[config.mk]
export PLATFORM = sky130hd
export DESIGN_NAME = icgst_top
export DESIGN_NICKNAME = d
export VERILOG_FILES = /design/src/core/icgst_base_div.v /design/src/core/icgst_stab_div.v /design/src/core/icgst_top.v
export VERILOG_INCLUDE_DIRS = /design/src /design/src/core
export SDC_FILE = /design/constraint.sdc
export NUM_CORES = 1
export LEC_CHECK = 0
export ABC_CLOCK_PERIOD_IN_PS = 3000
export BUFFER_PORTS_ARGS = -buffer_cell sky130_fd_sc_hd__buf_4
export CAP_MARGIN = 15
export CORE_MARGIN = 2
export CORE_UTILIZATION = 40
export DETAILED_ROUTE_END_ITERATION = 7
export PLACE_DENSITY = 0.68
export SETUP_SLACK_MARGIN = 0.3
export SLEW_MARGIN = 5
export SYNTH_ARGS = -nofsm -noshare
export SYNTH_HDL_FRONTEND = slang
export SYNTH_HIERARCHICAL = 1
export SYNTH_SLANG_ARGS = --single-unit
[constraint.sdc]
create_clock -name clk -period 3 [get_ports clk]
set_clock_uncertainty 0.05 [all_clocks]
set_input_delay 0.6 -clock clk [delete_from_list [all_inputs] [get_ports clk]]
set_output_delay 0.6 -clock clk [all_outputs]
set_load 0.1 [all_outputs]
[src/core/icgst_regs.vh]
// Register offsets, field positions, reset values and timing counts for the clock generator control block
`ifndef ICGST_REGS_VH
`define ICGST_REGS_VH
`define ICGST_OFF_CTRL 8'h00
`define ICGST_OFF_STAT 8'h04
`define ICGST_OFF_MULT 8'h08
`define ICGST_OFF_TRIM 8'h0c
`define ICGST_OFF_CFG 8'h10
`define ICGST_OFF_IRQ_STAT 8'h14
`define ICGST_OFF_IRQ_MASK 8'h18
`define ICGST_OFF_FILT 8'h1c
`define ICGST_CTRL_ECG_EN 0
`define ICGST_CTRL_ICG_EN 1
`define ICGST_CTRL_CLK_SEL 2
`define ICGST_CTRL_MON_EN 3
`define ICGST_CTRL_MON_IE 4
`define ICGST_CTRL_STOP 5
`define ICGST_CTRL_WAIT 6
`define ICGST_STAT_ISTABLE 0
`define ICGST_STAT_ESTABLE 1
`define ICGST_STAT_MONFLAG 2
`define ICGST_STAT_XTAL_DRV 3
`define ICGST_STAT_OSC1_FUNC 4
`define ICGST_STAT_CLK_RUN 5
`define ICGST_CFG_EXT 0
`define ICGST_CFG_XTAL 1
`define ICGST_CFG_SLOW 2
`define ICGST_CFG_STOPOSC 3
`define ICGST_IRQ_ISTABLE 0
`define ICGST_IRQ_ESTABLE 1
`define ICGST_IRQ_MONFLAG 2
`define ICGST_IRQ_SETTLED 3
`define ICGST_MULT_RESET 7'h15
`define ICGST_TRIM_RESET 8'h80
`define ICGST_CFG_RESET 4'h0
`define ICGST_CAP_FIXED 10'h180
`define ICGST_CAP_TOTAL 10'h27f
`define ICGST_CORR_PERIODS 4
`define ICGST_FINE_CORR_MAX 24
`define ICGST_TOTAL_CORR_MAX 32
`define ICGST_TOTAL_BASE_PERIODS 128
`define ICGST_XTAL_STAB_CYCLES 4096
`define ICGST_EXT_STAB_CYCLES 16
`define ICGST_CLK_HZ 100000000
`define ICGST_BASE_HZ 307200
`define ICGST_BASE_DIV ((`ICGST_CLK_HZ + `ICGST_BASE_HZ - 1) / `ICGST_BASE_HZ)
`define ICGST_MON_XTAL_LO_HZ 30000
`define ICGST_MON_XTAL_MID_LO_HZ 100000
`define ICGST_MON_XTAL_MID_HI_HZ 1000000
`define ICGST_MON_ANY_LO_HZ 60
`define ICGST_MON_HI_HZ 32000000
`define ICGST_MON_SLOW_HI_HZ 307200
`endif

[src/core/icgst_base_div.v]
// Divider producing the base-clock enable pulse from the system clock
module icgst_base_div #(
	parameter DIV = 326
) (
	input wire clk, // System clock
	input wire rst_b, // Async reset, active low
	input wire run, // Divider runs while high
	output reg tick // One-cycle base-clock pulse
);
	reg [15:0] cnt;
	always @(posedge clk or negedge rst_b) begin
		if (!rst_b) begin
			cnt <= 16'h0000;
			tick <= 1'b0;
		end else if (!run) begin
			cnt <= 16'h0000;
			tick <= 1'b0;
		end else if (cnt == DIV[15:0] - 16'h0001) begin
			cnt <= 16'h0000;
			tick <= 1'b1;
		end else begin
			cnt <= cnt + 16'h0001;
			tick <= 1'b0;
		end
	end
endmodule // icgst_base_div

[src/core/icgst_stab_div.v]
// External clock stabilization divider with selectable timeout
module icgst_stab_div #(
	parameter LONG = 4096,
	parameter SHORT = 16
) (
	input wire clk, // System clock
	input wire rst_b, // Async reset, active low
	input wire arm, // Restart count while high
	input wire ext_edge, // One external clock cycle seen
	input wire long_sel, // Crystal timeout selected
	output reg done // Timeout reached
);
	reg [12:0] cnt;
	wire [12:0] limit = long_sel ? LONG[12:0] : SHORT[12:0];
	always @(posedge clk or negedge rst_b) begin
		if (!rst_b) begin
			cnt <= 13'h0000;
			done <= 1'b0;
		end else if (arm) begin
			cnt <= 13'h0000;
			done <= 1'b0;
		end else if (ext_edge && !done) begin
			cnt <= cnt + 13'h0001;
			if (cnt + 13'h0001 >= limit) begin
				done <= 1'b1;
			end
		end
	end
endmodule // icgst_stab_div

[src/core/icgst_top.v]
// Clock generator settling, trim, low-power and option control with AXI4-Lite registers
`include "icgst_regs.vh"

// Summary of operation
// - Fine phase: minimum steps, four periods, max 24
// - From fifteen percent: max 32 corrections, 128 periods
// - Capacitor: 384 fixed plus trim units, 639
// - Trim resets to 128, capacitor 512
// - Each trim unit shifts base frequency 0.195%
// - Runs in wait; enabled interrupt wakes
// - Stop without option: all clocks held low
// - Stop with option: clocks run, no wake
// - Stop without option clears stables, monitor bits
// - Stop leaves select, generator enables, multiplier, trim alone
// - External enable settable only with external option
// - Crystal amplifier needs crystal, external, enable set
// - Monitor valid range follows crystal option
// - Stabilization timeout 4096 crystal, else 16
// - Slow option: monitor expects slower external clock
// - All four options reset clear
// - Multiplier or trim write clears internal stable
module icgst_top #(
	parameter XTAL_STAB = `ICGST_XTAL_STAB_CYCLES,
	parameter EXT_STAB = `ICGST_EXT_STAB_CYCLES,
	parameter BASE_DIV = `ICGST_BASE_DIV,
	parameter FINE_MAX = `ICGST_FINE_CORR_MAX,
	parameter TOTAL_MAX = `ICGST_TOTAL_CORR_MAX
) (
	input wire clk, // System clock
	input wire rst_b, // Async reset, active low
	input wire [7:0] s_axi_awaddr, // Write address
	input wire s_axi_awvalid, // Write address valid
	output wire s_axi_awready, // Write address ready
	input wire [31:0] s_axi_wdata, // Write data
	input wire [3:0] s_axi_wstrb, // Write strobes
	input wire s_axi_wvalid, // Write data valid
	output wire s_axi_wready, // Write data ready
	output reg [1:0] s_axi_bresp, // Write response
	output reg s_axi_bvalid, // Write response valid
	input wire s_axi_bready, // Write response ready
	input wire [7:0] s_axi_araddr, // Read address
	input wire s_axi_arvalid, // Read address valid
	output wire s_axi_arready, // Read address ready
	output reg [31:0] s_axi_rdata, // Read data
	output reg [1:0] s_axi_rresp, // Read response
	output reg s_axi_rvalid, // Read data valid
	input wire s_axi_rready, // Read data ready
	input wire ext_clk_edge, // One external clock cycle, pulse
	input wire ext_clk_active, // Monitor sees external clock
	input wire int_clk_active, // Monitor sees internal clock
	input wire freq_err_fine, // Period error below five percent
	input wire freq_err_sign, // Clock too fast when high
	output reg [9:0] cap_units, // Connected capacitor units
	output reg [4:0] fine_step, // Fine stage control field
	output reg correct_pulse, // One correction applied
	output wire oscillator_output_clock_en, // Oscillator output clock gate
	output wire module_output_clock_en, // Module output clock gate
	output wire timebase_clock_en, // Timebase clock gate
	output wire osc1_clk_func, // Oscillator input pin as clock
	output wire osc2_drive_n, // Second pin driven when low
	output wire [1:0] mon_range, // Monitor expected range code
	output wire wake_req, // Wake from wait
	output wire irq // Interrupt, level
);
	reg [6:0] multiplier_reg;
	reg [7:0] trim_reg;
	reg [3:0] cfg;
	reg external_generator_enable, internal_generator_enable, clk_sel;
	reg monitor_enable, monitor_interrupt_enable, monitor_flag;
	reg internal_stable_flag, stop_req, wait_req;
	reg [3:0] irq_stat, irq_mask;
	reg [5:0] corr_cnt;
	reg [1:0] per_cnt;
	reg settled;
	reg [4:0] fine_cnt;
	reg [3:0] ev_prev;
	reg aw_held, w_held;
	reg [7:0] aw_addr;
	reg [31:0] w_data;
	reg [3:0] w_strb;
	wire base_tick, ext_stable;
	// Last base period of each correction window
	localparam integer CORR_LAST = `ICGST_CORR_PERIODS - 1;

	wire external_clock_option = cfg[`ICGST_CFG_EXT];
	wire crystal_option = cfg[`ICGST_CFG_XTAL];
	wire slow_clock_option = cfg[`ICGST_CFG_SLOW];
	wire stop_oscillator_option = cfg[`ICGST_CFG_STOPOSC];
	wire dead_stop = stop_req && !stop_oscillator_option;
	wire clk_run = !dead_stop && internal_generator_enable;

	// A held channel refuses more until its response is taken
	assign s_axi_awready = !aw_held && !s_axi_bvalid;
	assign s_axi_wready = !w_held && !s_axi_bvalid;
	assign s_axi_arready = !s_axi_rvalid;
	wire aw_ok = aw_held || (s_axi_awvalid && s_axi_awready);
	wire w_ok = w_held || (s_axi_wvalid && s_axi_wready);
	wire wr_go = aw_ok && w_ok;
	wire [7:0] wa = aw_held ? aw_addr : s_axi_awaddr;
	wire [31:0] wd = w_held ? w_data : s_axi_wdata;
	wire [3:0] ws = w_held ? w_strb : s_axi_wstrb;
	wire wr_b0 = wr_go && ws[0];

	// Address decode shared by every register strobe
	function hit;
		input [7:0] a;
		input [7:0] off;
		begin
			hit = (a == off);
		end
	endfunction

	function mapped;
		input [7:0] a;
		begin
			mapped = (a[1:0] == 2'b00) && (a <= `ICGST_OFF_FILT);
		end
	endfunction

	wire wr_ctrl = wr_b0 && hit(wa, `ICGST_OFF_CTRL);
	wire wr_mult = wr_b0 && hit(wa, `ICGST_OFF_MULT);
	wire wr_trim = wr_b0 && hit(wa, `ICGST_OFF_TRIM);
	wire wr_cfg = wr_b0 && hit(wa, `ICGST_OFF_CFG);
	wire wr_istat = wr_b0 && hit(wa, `ICGST_OFF_IRQ_STAT);
	wire wr_imask = wr_b0 && hit(wa, `ICGST_OFF_IRQ_MASK);

	icgst_base_div #(
		.DIV(BASE_DIV)
	) u_base (
		.clk(clk),
		.rst_b(rst_b),
		.run(clk_run),
		.tick(base_tick)
	);

	icgst_stab_div #(
		.LONG(XTAL_STAB),
		.SHORT(EXT_STAB)
	) u_stab (
		.clk(clk),
		.rst_b(rst_b),
		.arm(!external_generator_enable || dead_stop || (monitor_enable && !ext_clk_active)),
		.ext_edge(ext_clk_edge),
		.long_sel(crystal_option),
		.done(ext_stable)
	);

	// Write channel capture, either order
	always @(posedge clk or negedge rst_b) begin
		if (!rst_b) begin
			aw_held <= 1'b0;
			w_held <= 1'b0;
			aw_addr <= 8'h00;
			w_data <= 32'h00000000;
			w_strb <= 4'h0;
			s_axi_bvalid <= 1'b0;
			s_axi_bresp <= 2'b00;
		end else begin
			if (wr_go) begin
				aw_held <= 1'b0;
				w_held <= 1'b0;
				s_axi_bvalid <= 1'b1;
				s_axi_bresp <= mapped(wa) ? 2'b00 : 2'b10;
			end else begin
				if (s_axi_awvalid && s_axi_awready) begin
					aw_held <= 1'b1;
					aw_addr <= s_axi_awaddr;
				end
				if (s_axi_wvalid && s_axi_wready) begin
					w_held <= 1'b1;
					w_data <= s_axi_wdata;
					w_strb <= s_axi_wstrb;
				end
				if (s_axi_bvalid && s_axi_bready) begin
					s_axi_bvalid <= 1'b0;
				end
			end
		end
	end

	// Read channel
	always @(posedge clk or negedge rst_b) begin
		if (!rst_b) begin
			s_axi_rvalid <= 1'b0;
			s_axi_rdata <= 32'h00000000;
			s_axi_rresp <= 2'b00;
		end else if (s_axi_arvalid && s_axi_arready) begin
			s_axi_rvalid <= 1'b1;
			s_axi_rresp <= mapped(s_axi_araddr) ? 2'b00 : 2'b10;
			case (s_axi_araddr)
				`ICGST_OFF_CTRL: s_axi_rdata <= {25'h0, wait_req, stop_req, monitor_interrupt_enable,
					monitor_enable, clk_sel, internal_generator_enable, external_generator_enable};
				`ICGST_OFF_STAT: s_axi_rdata <= {26'h0, clk_run, osc1_clk_func, !osc2_drive_n,
					monitor_flag, ext_stable, internal_stable_flag};
				`ICGST_OFF_MULT: s_axi_rdata <= {25'h0, multiplier_reg};
				`ICGST_OFF_TRIM: s_axi_rdata <= {24'h0, trim_reg};
				`ICGST_OFF_CFG: s_axi_rdata <= {28'h0, cfg};
				`ICGST_OFF_IRQ_STAT: s_axi_rdata <= {28'h0, irq_stat};
				`ICGST_OFF_IRQ_MASK: s_axi_rdata <= {28'h0, irq_mask};
				`ICGST_OFF_FILT: s_axi_rdata <= {16'h0, settled, 1'b0, corr_cnt, 3'h0, fine_step};
				default: s_axi_rdata <= 32'h00000000;
			endcase
		end else if (s_axi_rvalid && s_axi_rready) begin
			s_axi_rvalid <= 1'b0;
		end
	end

	// Control bits and their interlocks
	always @(posedge clk or negedge rst_b) begin
		if (!rst_b) begin
			cfg <= `ICGST_CFG_RESET;
			multiplier_reg <= `ICGST_MULT_RESET;
			trim_reg <= `ICGST_TRIM_RESET;
			external_generator_enable <= 1'b0;
			internal_generator_enable <= 1'b1;
			clk_sel <= 1'b0;
			monitor_enable <= 1'b0;
			monitor_interrupt_enable <= 1'b0;
			monitor_flag <= 1'b0;
			stop_req <= 1'b0;
			wait_req <= 1'b0;
		end else begin
			if (wr_cfg) begin
				cfg <= wd[3:0];
			end
			// Multiplier, trim, select and generator enables are kept through stop
			if (wr_mult) begin
				multiplier_reg <= wd[6:0];
			end
			if (wr_trim) begin
				trim_reg <= wd[7:0];
			end
			if (wr_ctrl) begin
				stop_req <= wd[`ICGST_CTRL_STOP];
				wait_req <= wd[`ICGST_CTRL_WAIT];
				external_generator_enable <= wd[`ICGST_CTRL_ECG_EN] && external_clock_option;
				internal_generator_enable <= wd[`ICGST_CTRL_ICG_EN] || !wd[`ICGST_CTRL_CLK_SEL];
				clk_sel <= wd[`ICGST_CTRL_CLK_SEL] && wd[`ICGST_CTRL_ECG_EN] && external_clock_option;
				monitor_enable <= wd[`ICGST_CTRL_MON_EN] && internal_stable_flag && ext_stable;
				monitor_interrupt_enable <= wd[`ICGST_CTRL_MON_IE] && monitor_enable;
			end else if (wake_req) begin
				wait_req <= 1'b0;
			end
			if (!external_clock_option) begin
				external_generator_enable <= 1'b0;
				clk_sel <= 1'b0;
			end
			if (monitor_enable && (!ext_clk_active || !int_clk_active)) begin
				monitor_flag <= 1'b1;
			end else if (wr_istat && wd[`ICGST_IRQ_MONFLAG]) begin
				monitor_flag <= 1'b0;
			end
			if (dead_stop) begin
				monitor_enable <= 1'b0;
				monitor_interrupt_enable <= 1'b0;
				monitor_flag <= 1'b0;
			end
		end
	end

	// Fine loop filter: one correction per four base periods
	// Any restart condition drops the counts so settling starts over
	always @(posedge clk or negedge rst_b) begin
		if (!rst_b) begin
			per_cnt <= 2'h0;
			corr_cnt <= 6'h00;
			fine_cnt <= 5'h00;
			fine_step <= 5'h10;
			correct_pulse <= 1'b0;
			settled <= 1'b0;
			internal_stable_flag <= 1'b0;
		end else begin
			correct_pulse <= 1'b0;
			if (wr_mult || wr_trim || dead_stop || !internal_generator_enable ||
				(monitor_enable && !int_clk_active)) begin
				per_cnt <= 2'h0;
				corr_cnt <= 6'h00;
				fine_cnt <= 5'h00;
				settled <= 1'b0;
				internal_stable_flag <= 1'b0;
			end else if (base_tick) begin
				per_cnt <= per_cnt + 2'h1;
				if (per_cnt == CORR_LAST[1:0]) begin
					if (corr_cnt < TOTAL_MAX[5:0]) begin
						corr_cnt <= corr_cnt + 6'h01;
					end
					if (freq_err_fine) begin
						internal_stable_flag <= 1'b1;
					end
					// Minimum steps only inside the fine window, bounded in number
					if (freq_err_fine && !settled && fine_cnt < FINE_MAX[4:0]) begin
						correct_pulse <= 1'b1;
						fine_cnt <= fine_cnt + 5'h01;
						fine_step <= freq_err_sign ? fine_step + 5'h01 : fine_step - 5'h01;
					end
					if (corr_cnt + 6'h01 >= TOTAL_MAX[5:0]) begin
						settled <= 1'b1;
					end
				end
			end
		end
	end

	// Capacitor: fixed units plus trim units
	always @(posedge clk or negedge rst_b) begin
		if (!rst_b) begin
			cap_units <= `ICGST_CAP_FIXED + 10'h080;
		end else begin
			cap_units <= `ICGST_CAP_FIXED + {2'b00, trim_reg};
		end
	end

	// Interrupt status, sticky, set wins over clear
	// Sources are levels; only their rising edge sets a status bit,
	// so a clear sticks while the source stays high
	wire [3:0] ev = {settled, monitor_flag, ext_stable, internal_stable_flag};
	wire [3:0] ev_rise = ev & ~ev_prev;
	always @(posedge clk or negedge rst_b) begin
		if (!rst_b) begin
			irq_stat <= 4'h0;
			irq_mask <= 4'h0;
			ev_prev <= 4'h0;
		end else begin
			ev_prev <= ev;
			irq_stat <= (irq_stat & ~((wr_istat) ? wd[3:0] : 4'h0)) | ev_rise;
			if (wr_imask) begin
				irq_mask <= wd[3:0];
			end
		end
	end

	wire irq_raw = |(irq_stat & irq_mask) || (monitor_flag && monitor_interrupt_enable);
	assign irq = irq_raw;
	// Stop blocks wake; only a control register write may end stop
	assign wake_req = wait_req && irq_raw && !stop_req;
	assign oscillator_output_clock_en = !dead_stop;
	assign module_output_clock_en = !dead_stop;
	assign timebase_clock_en = !dead_stop;
	assign osc1_clk_func = external_clock_option && external_generator_enable;
	assign osc2_drive_n = !(crystal_option && external_clock_option && external_generator_enable);
	assign mon_range = {slow_clock_option, crystal_option};
endmodule // icgst_top

==> flow_summary.json, run 1 <==
{
  "clock_latency_ps": 420,
  "max_stage_delay_ps": 580,
  "r2r_slack_ps": 440,
  "drc_errors": 0,
  "grt_overflow_total": 0,
  "ant_nets": 0,
  "antenna_found_initial": 0,
  "timing.final.crit_share_pct": 85.3,
  "p_sw_mw": 1.91,
  "htreeDepth": 4,
  "fin_nets": 775,
  "grt_setup_unrepaired": "no",
  "synthFlopType": "dfrtp_1",
  "synth_edf_count": 0,
  "p_per_area_mw_per_mm2": 696,
  "leakagePower_nw": 3.64,
  "cts-buffers-inserted": 17,
  "fin_tns_setup_ps": 0,
  "min_period_ps": 2560,
  "fmax_ghz": 0.391,
  "grt_max_degree": 50,
  "clock_sinks": 138,
  "crit_required_ps": 3250,
  "dr.pass1.iters": 4,
  "slew_headroom_pct": 49.8,
  "n_antenna_cell": 0,
  "postCtsSetupBuffers": 0,
  "syn_inst": 612,
  "r2r_end": "trim_reg[0]$_DFFE_PN0P_",
  "wl_per_cell_microns": 15.8,
  "drt-initial-drc-count": 315,
  "p_int_mw": 3.88,
  "peakVddDrop_mv": 0.424,
  "cts_max_path_buffers": 2,
  "die_y_microns": 136,
  "fin_util_pct": 48.5,
  "routed_wl_mm": 14.8,
  "combPwrFrac_pct": 24.3,
  "io_pins": 130,
  "cp.arrival_ps": 2810,
  "seq_power_share_pct": 39.0,
  "initial_core_util_pct": 40.4,
  "largest_register": "u_base/cnt",
  "clkPwrFrac_pct": 36.7,
  "cp-startpoint": "aw_held$_DFFE_PN0P_",
  "cp_cell_sequence": "nor4b_4 -> o221ai_2 -> or2_1 -> nor3_4 -> mux2_2",
  "layout-drive-gt1-share_pct": 29.3,
  "clock-root-buffer": "clkbuf_16",
  "first_global_vias": 4888,
  "async_flop_share_pct": 100,
  "min_path_type": "in2async",
  "status": "finished, final reports clean",
  "rows": 48,
  "reg2reg_depth": 5,
  "vias_per_cell": 5.20,
  "reg_top3": "u_base/cnt x16, s_axi_rdata x15, u_stab/cnt x13",
  "cp_max_fo": 18,
  "end_kind": "flip-flop",
  "p_sw_share_pct": 33.0,
  "setup_viol": 0,
  "path_class": "reg2reg",
  "netlist_top_cells_count": "dfrtp_1 (131), nor2_1 (62), mux2_2 (49)",
  "synth_top_area_cell": "dfrtp_1",
  "p_total_mw": 5.79,
  "area.growth.synth_to_final_pct": 20.1,
  "crit_path_end": "trim_reg[0]$_DFFE_PN0P_",
  "hold_buffers": 0,
  "cp_slowest_cell": "dfrtp_2",
  "die_area_sq_mm": 0.0184,
  "reg2reg_from": "aw_held$_DFFE_PN0P_",
  "cts_tree": "done",
  "yosysWarnings": 6,
  "globalRouteTotalUtil_pct": 17.2,
  "grt_pass1_wl_mm": 24.8,
  "drv_slew": 0,
  "ys_top_cells_by_area": "dfrtp_1 (47%), mux2_2 (8.0%), nor2_1 (3.4%)",
  "critPathLaunchType": "flip-flop",
  "ys_types": 68,
  "yosys.cell_count.top_type": "dfrtp_1",
  "cts.clk_slew.worst_paths_ps": 60,
  "hold_viol": 0,
  "coreArea_sq_mm": 0.0171,
  "port_buffers": 83,
  "largest_reg_flops": 16,
  "seq_area_frac_synth_pct": 50.0,
  "worst_slew_pin_slew_ps": 750,
  "vias": 4870,
  "dp_hpwl_mm": 10.7,
  "max-cap-violations": 0,
  "ys_seq_elements": 138,
  "die_x_microns": 136,
  "netlist.area_leader.share_pct": 47.4,
  "syn-mean-instance-area_sq_um": 11.3,
  "gp_congestion": 0.829,
  "netlist_area_sq_mm": 0.00692
}
through the flow:
stage                     worst slack [ps]  cell area (sq um)  cells  hold slack [ps]
after CTS                              425               8310    936             70.1
final                                  442               8310    936             62.3
after detailed placement               230               7700    904              319
after global routing                   301               8310    936             88.8
after floorplan                        159               6990    630              254
after global placement                 293               7700    904              317
layer usage:
layer	vias up	wire length, microns	part of all wire, %	track usage (%)
li1	2297	-	-	-
met1	2416	6620	45	22.6
met2	147	7230	49	28.6
met3	10	814	5.5	3.70
met4	0	140	0.95	5.56
met5	-	0	0	0
power by group through the flow:
stage | logic (mW) | registers, mW | clock network [mW]
after floorplan | 0.985 | 2.37 | 0
after global placement | 1.38 | 2.26 | 0
after detailed placement | 1.41 | 2.28 | 0
after CTS | 1.42 | 2.25 | 2.17
after global routing | 1.49 | 2.28 | 2.26
final | 1.41 | 2.25 | 2.12
worst min path at each step:
stage	startpoint	to	slack (ps)	cells after the start
after floorplan	rst_b	aw_addr[0]$_DFFE_PN0P_	250	0
final	rst_b	s_axi_bvalid$_DFFE_PN0P_	60	1
after global placement	trim_reg[7]$_DFFE_PN1P_	cap_units[9]$_DFF_PN1_	320	0
after CTS	rst_b	s_axi_bvalid$_DFFE_PN0P_	70	1
after global routing	rst_b	aw_addr[7]$_DFFE_PN0P_	90	1
after detailed placement	trim_reg[7]$_DFFE_PN1P_	cap_units[9]$_DFF_PN1_	320	0
cell families after synthesis:
logic type / Yosys count / synth area share (%)
AO/OA/AOI/OAI: 74 / 7.74
XOR/XNOR: 45 / 5.70
adder cells (fa/ha/maj): 13 / 2.46
buffers and inverters: 65 / 5.30
flip-flops: 138 / 50.0
multiplexers: 76 / 13.0
other: 1 / 0.0542
AND/OR/NAND/NOR: 200 / 15.8
area by class of cell:
cell class	instances	area (sq um)
sequential	138	3460
inverter	21	82.6
clock buffer	21	460
clock inverter	11	146
multi-input combinational	427	3160
fill	1534	8810
tap	225	282
timing repair buffer	93	714
critical path, delay by kind of cell (launching register included):
| kind | cells | cell delay, ps |
|---|---|---|
| AOI/OAI and AO/OA | 1 | 180 |
| DFF | 1 | 580 |
| muxes | 1 | 390 |
| and+or+nand+nor | 3 | 1230 |
placed cells by master, fill, tap and decap left out, types with 19 or more instances in the layout:
cell type | synthesis | final
buf_4 | 25 | 91
conb_1 | 1 | 19
dfrtp_1 | 131 | 129
inv_1 | 21 | 20
mux2_2 | 49 | 49
nand2_1 | 37 | 37
nand3_1 | 23 | 23
nor2_1 | 62 | 62
xnor2_1 | 26 | 26
xor2_1 | 19 | 19
what timing repair did:
item / in CTS / in global routing
setup endpoints to repair: 14 / 0
gates resized for setup: 1 / 0
hold endpoints to repair: 0 / 0
No activity file was read; power rests on OpenSTA's default activity.
==> run 2: changes to the inputs <==
--- a/config.mk
+++ b/config.mk
@@ -6,13 +6,13 @@
 export SDC_FILE = /design/constraint.sdc
 export NUM_CORES = 1
 export LEC_CHECK = 0
-export ABC_CLOCK_PERIOD_IN_PS = 3000
+export ABC_CLOCK_PERIOD_IN_PS = 3250
 export BUFFER_PORTS_ARGS = -buffer_cell sky130_fd_sc_hd__buf_4
 export CAP_MARGIN = 15
 export CORE_MARGIN = 2
-export CORE_UTILIZATION = 40
+export CORE_UTILIZATION = 60
 export DETAILED_ROUTE_END_ITERATION = 7
-export PLACE_DENSITY = 0.68
+export PLACE_DENSITY = 0.92
 export SETUP_SLACK_MARGIN = 0.3
 export SLEW_MARGIN = 5
 export SYNTH_ARGS = -nofsm -noshare
==> constraint.sdc (replaced) <==
create_clock -name clk -period 3.25 [get_ports clk]
set_clock_uncertainty 0.05 [all_clocks]
set_input_delay 0.65 -clock clk [delete_from_list [all_inputs] [get_ports clk]]
set_output_delay 0.65 -clock clk [all_outputs]
set_load 0.1 [all_outputs]
==> run 2 against run 1 <==
Compared with the run above: non-clock buffer count is 6 lower; highest routed layer unchanged; worst setup slack got worse by 1.7 ps; core utilization is 24 points higher; register-to-register slack hardly changed; critical path type unchanged; combinational power down 9%; wire length is 7.9% higher; sequential power fell by 6%; largest power group unchanged; cell area fell by 1.8%; clock-buffer cell count fell by 3.
==> flow_summary.json, run 2 (synthesized netlist as in run 1, its figures left out) <==
{
  "p_int_mw": 3.55,
  "hold_buffers": 0,
  "final_cell_mix": "dfrtp_1 (131), buf_4 (85), nor2_1 (62)",
  "seq_power_share_pct": 39.1,
  "cp.arrival_ps": 3070,
  "die_area_sq_mm": 0.0124,
  "io_pins": 130,
  "rows": 39,
  "htreeDepth": 4,
  "combPwrFrac_pct": 23.8,
  "dp_hpwl_mm": 10.4,
  "setup_viol": 0,
  "status": "finished, final reports clean",
  "largest_register": "u_base/cnt",
  "multi_input_comb_area_sq_mm": 0.00316,
  "final_common_cell": "dfrtp_1",
  "p_per_area_mw_per_mm2": 662,
  "reg_top3": "u_base/cnt x16, s_axi_rdata x15, u_stab/cnt x13",
  "cts-buffers-inserted": 17,
  "clock-root-buffer": "clkbuf_16",
  "layout-drive-gt1-share_pct": 28.7,
  "cp_cell_sequence": "nor4b_4 -> o221ai_2 -> or2_1 -> nor3_4 -> mux2_2",
  "timing.hold.ws_ps": 138,
  "p_sw_mw": 1.85,
  "crit_required_ps": 3510,
  "cts_max_path_buffers": 2,
  "min_period_ps": 2810,
  "port_buffers": 83,
  "gp_congestion": 0.860,
  "fin_nets": 769,
  "n_antenna_cell": 0,
  "slew_headroom_pct": 35.7,
  "hold_viol": 0,
  "p_sw_share_pct": 34.3,
  "dpl.cell_count": 816,
  "first_global_vias": 5278,
  "globalRouteTotalUtil_pct": 27.0,
  "coreArea_sq_mm": 0.0113,
  "reg2reg_from": "aw_held$_DFFE_PN0P_",
  "layout.cells.non_filler": 848,
  "cts_tree": "done",
  "min_path_type": "in2async",
  "grt_setup_unrepaired": "no",
  "worst_slew_pin_slew_ps": 955,
  "initial_core_util_pct": 61.1,
  "timing.final.crit_share_pct": 86.5,
  "fmax_ghz": 0.356,
  "postCtsSetupBuffers": 0,
  "die_x_microns": 111,
  "worst-path-buf-inv": 0,
  "regArea_sq_mm": 0.00346,
  "leakagePower_nw": 3.62,
  "max_stage_delay_ps": 760,
  "vias_per_cell": 6.13,
  "routed_wl_mm": 16.0,
  "clock_latency_ps": 430,
  "drc_errors": 0,
  "critPathLaunchType": "flip-flop",
  "clkPwrFrac_pct": 37.1,
  "area.growth.synth_to_final_pct": 18.0,
  "path_delay_family": "simple AND/OR/NAND/NOR gates",
  "vias": 5196,
  "dr.pass1.iters": 5,
  "end_kind": "flip-flop",
  "cts_resized": 0,
  "cp-startpoint": "aw_held$_DFFE_PN0P_",
  "drv_slew": 0,
  "die_y_microns": 111,
  "grt_max_degree": 81,
  "antenna_found_initial": 0,
  "clock_sinks": 138,
  "grt_pass1_wl_mm": 26.6,
  "largest_reg_flops": 16,
  "max-cap-violations": 0,
  "cp_max_fo": 18,
  "grt_overflow_total": 0,
  "path_class": "reg2reg",
  "ant_nets": 0,
  "peakVddDrop_mv": 0.415,
  "cp_slowest_cell": "dfrtp_1",
  "wl_per_cell_microns": 18.8,
  "fillers": 712,
  "cts.clk_slew.worst_paths_ps": 60,
  "drt-initial-drc-count": 498,
  "fin_tns_setup_ps": 0
}
==> run 2: path summary, 6_finish.rpt <==
| path | end | slack [ps] | depth (start not counted) |
|---|---|---|---|
| min | aw_addr[6]$_DFFE_PN0P_ | 140 | 1 |
| max reg2reg | trim_reg[5]$_DFFE_PN0P_ | 440 | 5 |
| max in group asynchronous | multiplier_reg[0]$_DFFE_PN1P_ | 2150 | 2 |
| min reg2reg | cap_units[9]$_DFF_PN1_ | 330 | 0 |
| min in group clk | cap_units[9]$_DFF_PN1_ | 330 | 0 |
| max | trim_reg[5]$_DFFE_PN0P_ | 440 | 5 |
==> run 2: through the flow <==
stage	setup WS, ps	utilization, %	total power [mW]	cell area, sq um
detailed placement	497	66.7	3.39	7550
global route	317	72.1	5.57	8160
finish	440	72.1	5.40	8160
global placement	555	66.7	3.33	7550
floorplan	359	-	3.10	6990
CTS	474	72.1	5.39	8160
==> run 2: area by class of cell <==
cell class | instances | share of cell area (%)
clock buffer | 18 | 5.38
clock inverter | 14 | 2.10
inverter | 21 | 1.01
multi-input combinational | 427 | 38.7
sequential | 138 | 42.4
tap | 143 | 2.19
timing repair buffer | 87 | 8.20
==> run 2: worst reg2reg max path: stages, from the launching register on <==
cell,delay (ps)
dfrtp_1,760
nor4b_4,380
o221ai_2,190
or2_1,390
nor3_4,520
mux2_2,400
==> run 2: per-layer routing <==
layer	up-vias	GRT usage (%)	share of wire (%)
met5	-	0	0
met4	0	12.8	3.0
met3	55	5.72	7.3
met2	275	46.6	51
met1	2578	32.6	38
li1	2288	-	-
==> run 2: power groups by stage <==
stage / Clock, mW / Combinational, mW / Sequential, mW
6_report: 2.00 / 1.29 / 2.11
5_1_grt: 2.08 / 1.35 / 2.14
2_1_floorplan: 0 / 0.909 / 2.19
3_5_place_dp: 0 / 1.26 / 2.13
3_3_place_gp: 0 / 1.23 / 2.10
4_1_cts: 2.00 / 1.28 / 2.11
==> run 3: changes to the inputs <==
--- a/config.mk
+++ b/config.mk
@@ -6,13 +6,14 @@
 export SDC_FILE = /design/constraint.sdc
 export NUM_CORES = 1
 export LEC_CHECK = 0
+export ABC_AREA = 1
 export ABC_CLOCK_PERIOD_IN_PS = 3250
 export BUFFER_PORTS_ARGS = -buffer_cell sky130_fd_sc_hd__buf_4
 export CAP_MARGIN = 15
 export CORE_MARGIN = 2
-export CORE_UTILIZATION = 60
+export CORE_UTILIZATION = 61
 export DETAILED_ROUTE_END_ITERATION = 7
-export PLACE_DENSITY = 0.92
+export PLACE_DENSITY = 0.93
 export SETUP_SLACK_MARGIN = 0.3
 export SLEW_MARGIN = 5
 export SYNTH_ARGS = -nofsm -noshare
==> constraint.sdc (replaced) <==
create_clock -name clk -period 3.25 [get_ports clk]
set_clock_uncertainty 0.05 [all_clocks]
set_input_delay 0.65 -clock clk [delete_from_list [all_inputs] [get_ports clk]]
set_output_delay 0.65 -clock clk [all_outputs]
set_load 0.01 [all_outputs]
==> run 3 against run 2 <==
Compared with the run above: cell area rose by 2.3%; critical path depth rose by 1; clock-buffer cell count rose by 1; worst hold slack improved by 130 ps; core utilization rose by 1.0 points; via count rose by 20%.
==> flow_summary.json, run 3 <==
{
  "status": "finished, final reports clean",
  "reg_top3": "u_base/cnt x16, s_axi_rdata x15, u_stab/cnt x13",
  "cts-buffers-inserted": 17,
  "hold_viol": 0,
  "p_per_area_mw_per_mm2": 611,
  "ys_types": 41,
  "p_sw_mw": 1.63,
  "leakagePower_nw": 4.38,
  "setup_slack_ps": 993,
  "timing.final.crit_share_pct": 69.4,
  "netlist_area_sq_mm": 0.00713,
  "max-cap-violations": 0,
  "initial_core_util_pct": 62.4,
  "crit_required_ps": 2550,
  "clock-root-buffer": "clkbuf_16",
  "end_kind": "primary output",
  "worst-path-buf-inv": 2,
  "postCtsSetupBuffers": 0,
  "ys_top_cells_by_area": "dfrtp_1 (46%), nand2_1 (12%), nand3_1 (5.9%)",
  "netlist_top_cells_count": "nand2_1 (236), dfrtp_1 (131), inv_1 (100)",
  "largest_reg_flops": 16,
  "yosys.cell_count.top_type": "nand2_1",
  "fillers": 779,
  "grt_setup_unrepaired": "no",
  "grt_max_degree": 93,
  "io_pins": 130,
  "clock_sinks": 138,
  "pre_cts_slack_ps": 987,
  "path_class": "reg2out",
  "cts_max_path_buffers": 2,
  "peakVddDrop_mv": 0.550,
  "ant_nets": 0,
  "synth_edf_count": 0,
  "critPathLaunchType": "flip-flop",
  "cp_slowest_cell": "dfrtp_1",
  "grt_overflow_total": 0,
  "drc_errors": 0,
  "layout.cells.non_filler": 1117,
  "fmax_ghz": 0.443,
  "max_stage_delay_ps": 410,
  "vias_per_cell": 5.57,
  "htreeDepth": 4,
  "cp_max_fo": 3,
  "clkPwrFrac_pct": 37.3,
  "coreArea_sq_mm": 0.0114,
  "vias": 6225,
  "synth_top_area_cell": "dfrtp_1",
  "cp_cell_sequence": "a22o_1 -> nor2_1 -> nand2_1 -> nand3_1 -> inv_1 -> buf_4",
  "syn_inst": 877,
  "cp.arrival_ps": 1560,
  "fin_tns_setup_ps": 0,
  "drt-initial-drc-count": 631,
  "seq_area_frac_synth_pct": 48.6,
  "worst_slew_pin_slew_ps": 1030,
  "yosysWarnings": 6,
  "fin_nets": 1038,
  "final_cell_mix": "nand2_1 (236), dfrtp_1 (131), inv_1 (100)",
  "clock_latency_ps": 410,
  "die_x_microns": 112,
  "cts_resized": 0,
  "cts_tree": "done",
  "globalRouteTotalUtil_pct": 27.7,
  "layout-drive-gt1-share_pct": 17.5,
  "ys_seq_elements": 138,
  "r2r_slack_ps": 1040,
  "n_antenna_cell": 0,
  "routed_wl_mm": 16.9,
  "die_y_microns": 112,
  "p_int_mw": 3.47,
  "dpl.cell_count": 1085,
  "dp_hpwl_mm": 11.3,
  "final_common_cell": "nand2_1",
  "wl_per_cell_microns": 15.1,
  "cts.clk_slew.worst_paths_ps": 60,
  "area.growth.synth_to_final_pct": 17.2,
  "min_period_ps": 2260,
  "seq_power_share_pct": 42.1,
  "netlist.area_leader.share_pct": 46.0,
  "p_sw_share_pct": 32.0,
  "multi_input_comb_area_sq_mm": 0.00305,
  "fin_util_pct": 73.1,
  "hold_buffers": 0,
  "syn-mean-instance-area_sq_um": 8.12,
  "combPwrFrac_pct": 20.6,
  "grt_pass1_wl_mm": 28.2,
  "min_path_type": "in2async",
  "port_buffers": 83,
  "die_area_sq_mm": 0.0126,
  "largest_register": "u_base/cnt",
  "regArea_sq_mm": 0.00346,
  "dr.pass1.iters": 5,
  "rows": 39,
  "slew_headroom_pct": 30.5,
  "path_delay_family": "flip-flops",
  "first_global_vias": 6025,
  "async_flop_share_pct": 100,
  "setup_viol": 0,
  "synthFlopType": "dfrtp_1",
  "antenna_found_initial": 0,
  "drv_slew": 0,
  "gp_congestion": 0.886
}
==> run 3: changes by cell type after synthesis, sizes merged, moves of 9 or more <==
cell | before | now
inv | 21 | 107
mux2 | 57 | 3
mux2i | 15 | 0
nand2 | 37 | 245
nand3 | 23 | 88
nor2 | 65 | 90
nor2b | 9 | 0
nor3 | 17 | 4
o21ai | 15 | 78
xnor2 | 26 | 2
==> run 3: cell families (layout without fill, tap and decap cells) <==
family                     after synthesis  count (layout)  share of synthesized area [%]
AOI/OAI and AO/OA                      109             109                           8.52
xor gates and xnor gates                18              18                           2.21
adders and majority gates               13              13                           2.39
buffers and inverters                  148             227                           9.52
DFF                                    138             138                           48.6
muxes                                    3               3                          0.474
other                                    1              19                         0.0526
and+or+nand+nor                        447             447                           28.3
==> run 3: per-stage QoR <==
step | power (mW) | area [sq um] | hold slack (ps)
final | 5.10 | 8350 | 265
after global routing | 5.36 | 8350 | 332
after CTS | 5.10 | 8350 | 302
after detailed placement | 3.19 | 7760 | 319
after global placement | 3.13 | 7760 | 309
after floorplan | 2.86 | 7190 | 304
==> run 3: cell type report <==
type                            instances  share of cell area, %
Tap cell                              143                   2.14
Clock buffer                           19                   5.30
Inverter                              107                   4.87
Multi-Input combinational cell        609                   36.6
Clock inverter                         13                   1.71
Timing Repair Buffer                   88                   7.96
Sequential cell                       138                   41.5
==> run 3: final timing paths <==
| check | to | depth (start not counted) | startpoint |
|---|---|---|---|
| max | wake_req | 6 | irq_mask[2]$_DFFE_PN0P_ |
| min | s_axi_bvalid$_DFFE_PN0P_ | 1 | rst_b |
| max reg2reg | u_stab/done$_DFFE_PN0P_ | 15 | u_stab/cnt[1]$_DFFE_PN0P_ |
| min reg2reg | cap_units[9]$_DFF_PN1_ | 0 | trim_reg[7]$_DFFE_PN1P_ |
| max in group asynchronous | multiplier_reg[0]$_DFFE_PN1P_ | 2 | rst_b |
| min in group clk | cap_units[9]$_DFF_PN1_ | 0 | trim_reg[7]$_DFFE_PN1P_ |
==> run 3: power groups by stage <==
stage          clock (mW)  combinational (mW)  sequential, mW
2_1_floorplan           0               0.751            2.11
3_3_place_gp            0               0.977            2.15
3_5_place_dp            0                1.02            2.17
4_1_cts              1.91                1.05            2.14
5_1_grt              2.00                1.18            2.18
6_report             1.90                1.05            2.15
==> run 3: worst reg2reg max path: stages (launching register included) <==
cell     delay, ps
dfrtp_1        450
ha_1           280
nand2_1        100
nor2_1         130
xor2_1         200
ha_1           270
nand2_1         60
nor2_1          40
nand2_1         60
nand3_1         70
nor2_1         100
nand2_1         50
nand2_1         60
nand2_1         50
nand2_1         60
nand2_1         60
==> run 3: per-layer routing <==
layer	global-route usage [%]	share of wire, %	wire length [microns]
met1	35.8	40	6770
met2	46.6	51	8650
met3	6.86	6.7	1130
met4	8.70	2.1	363
met5	0	0	0
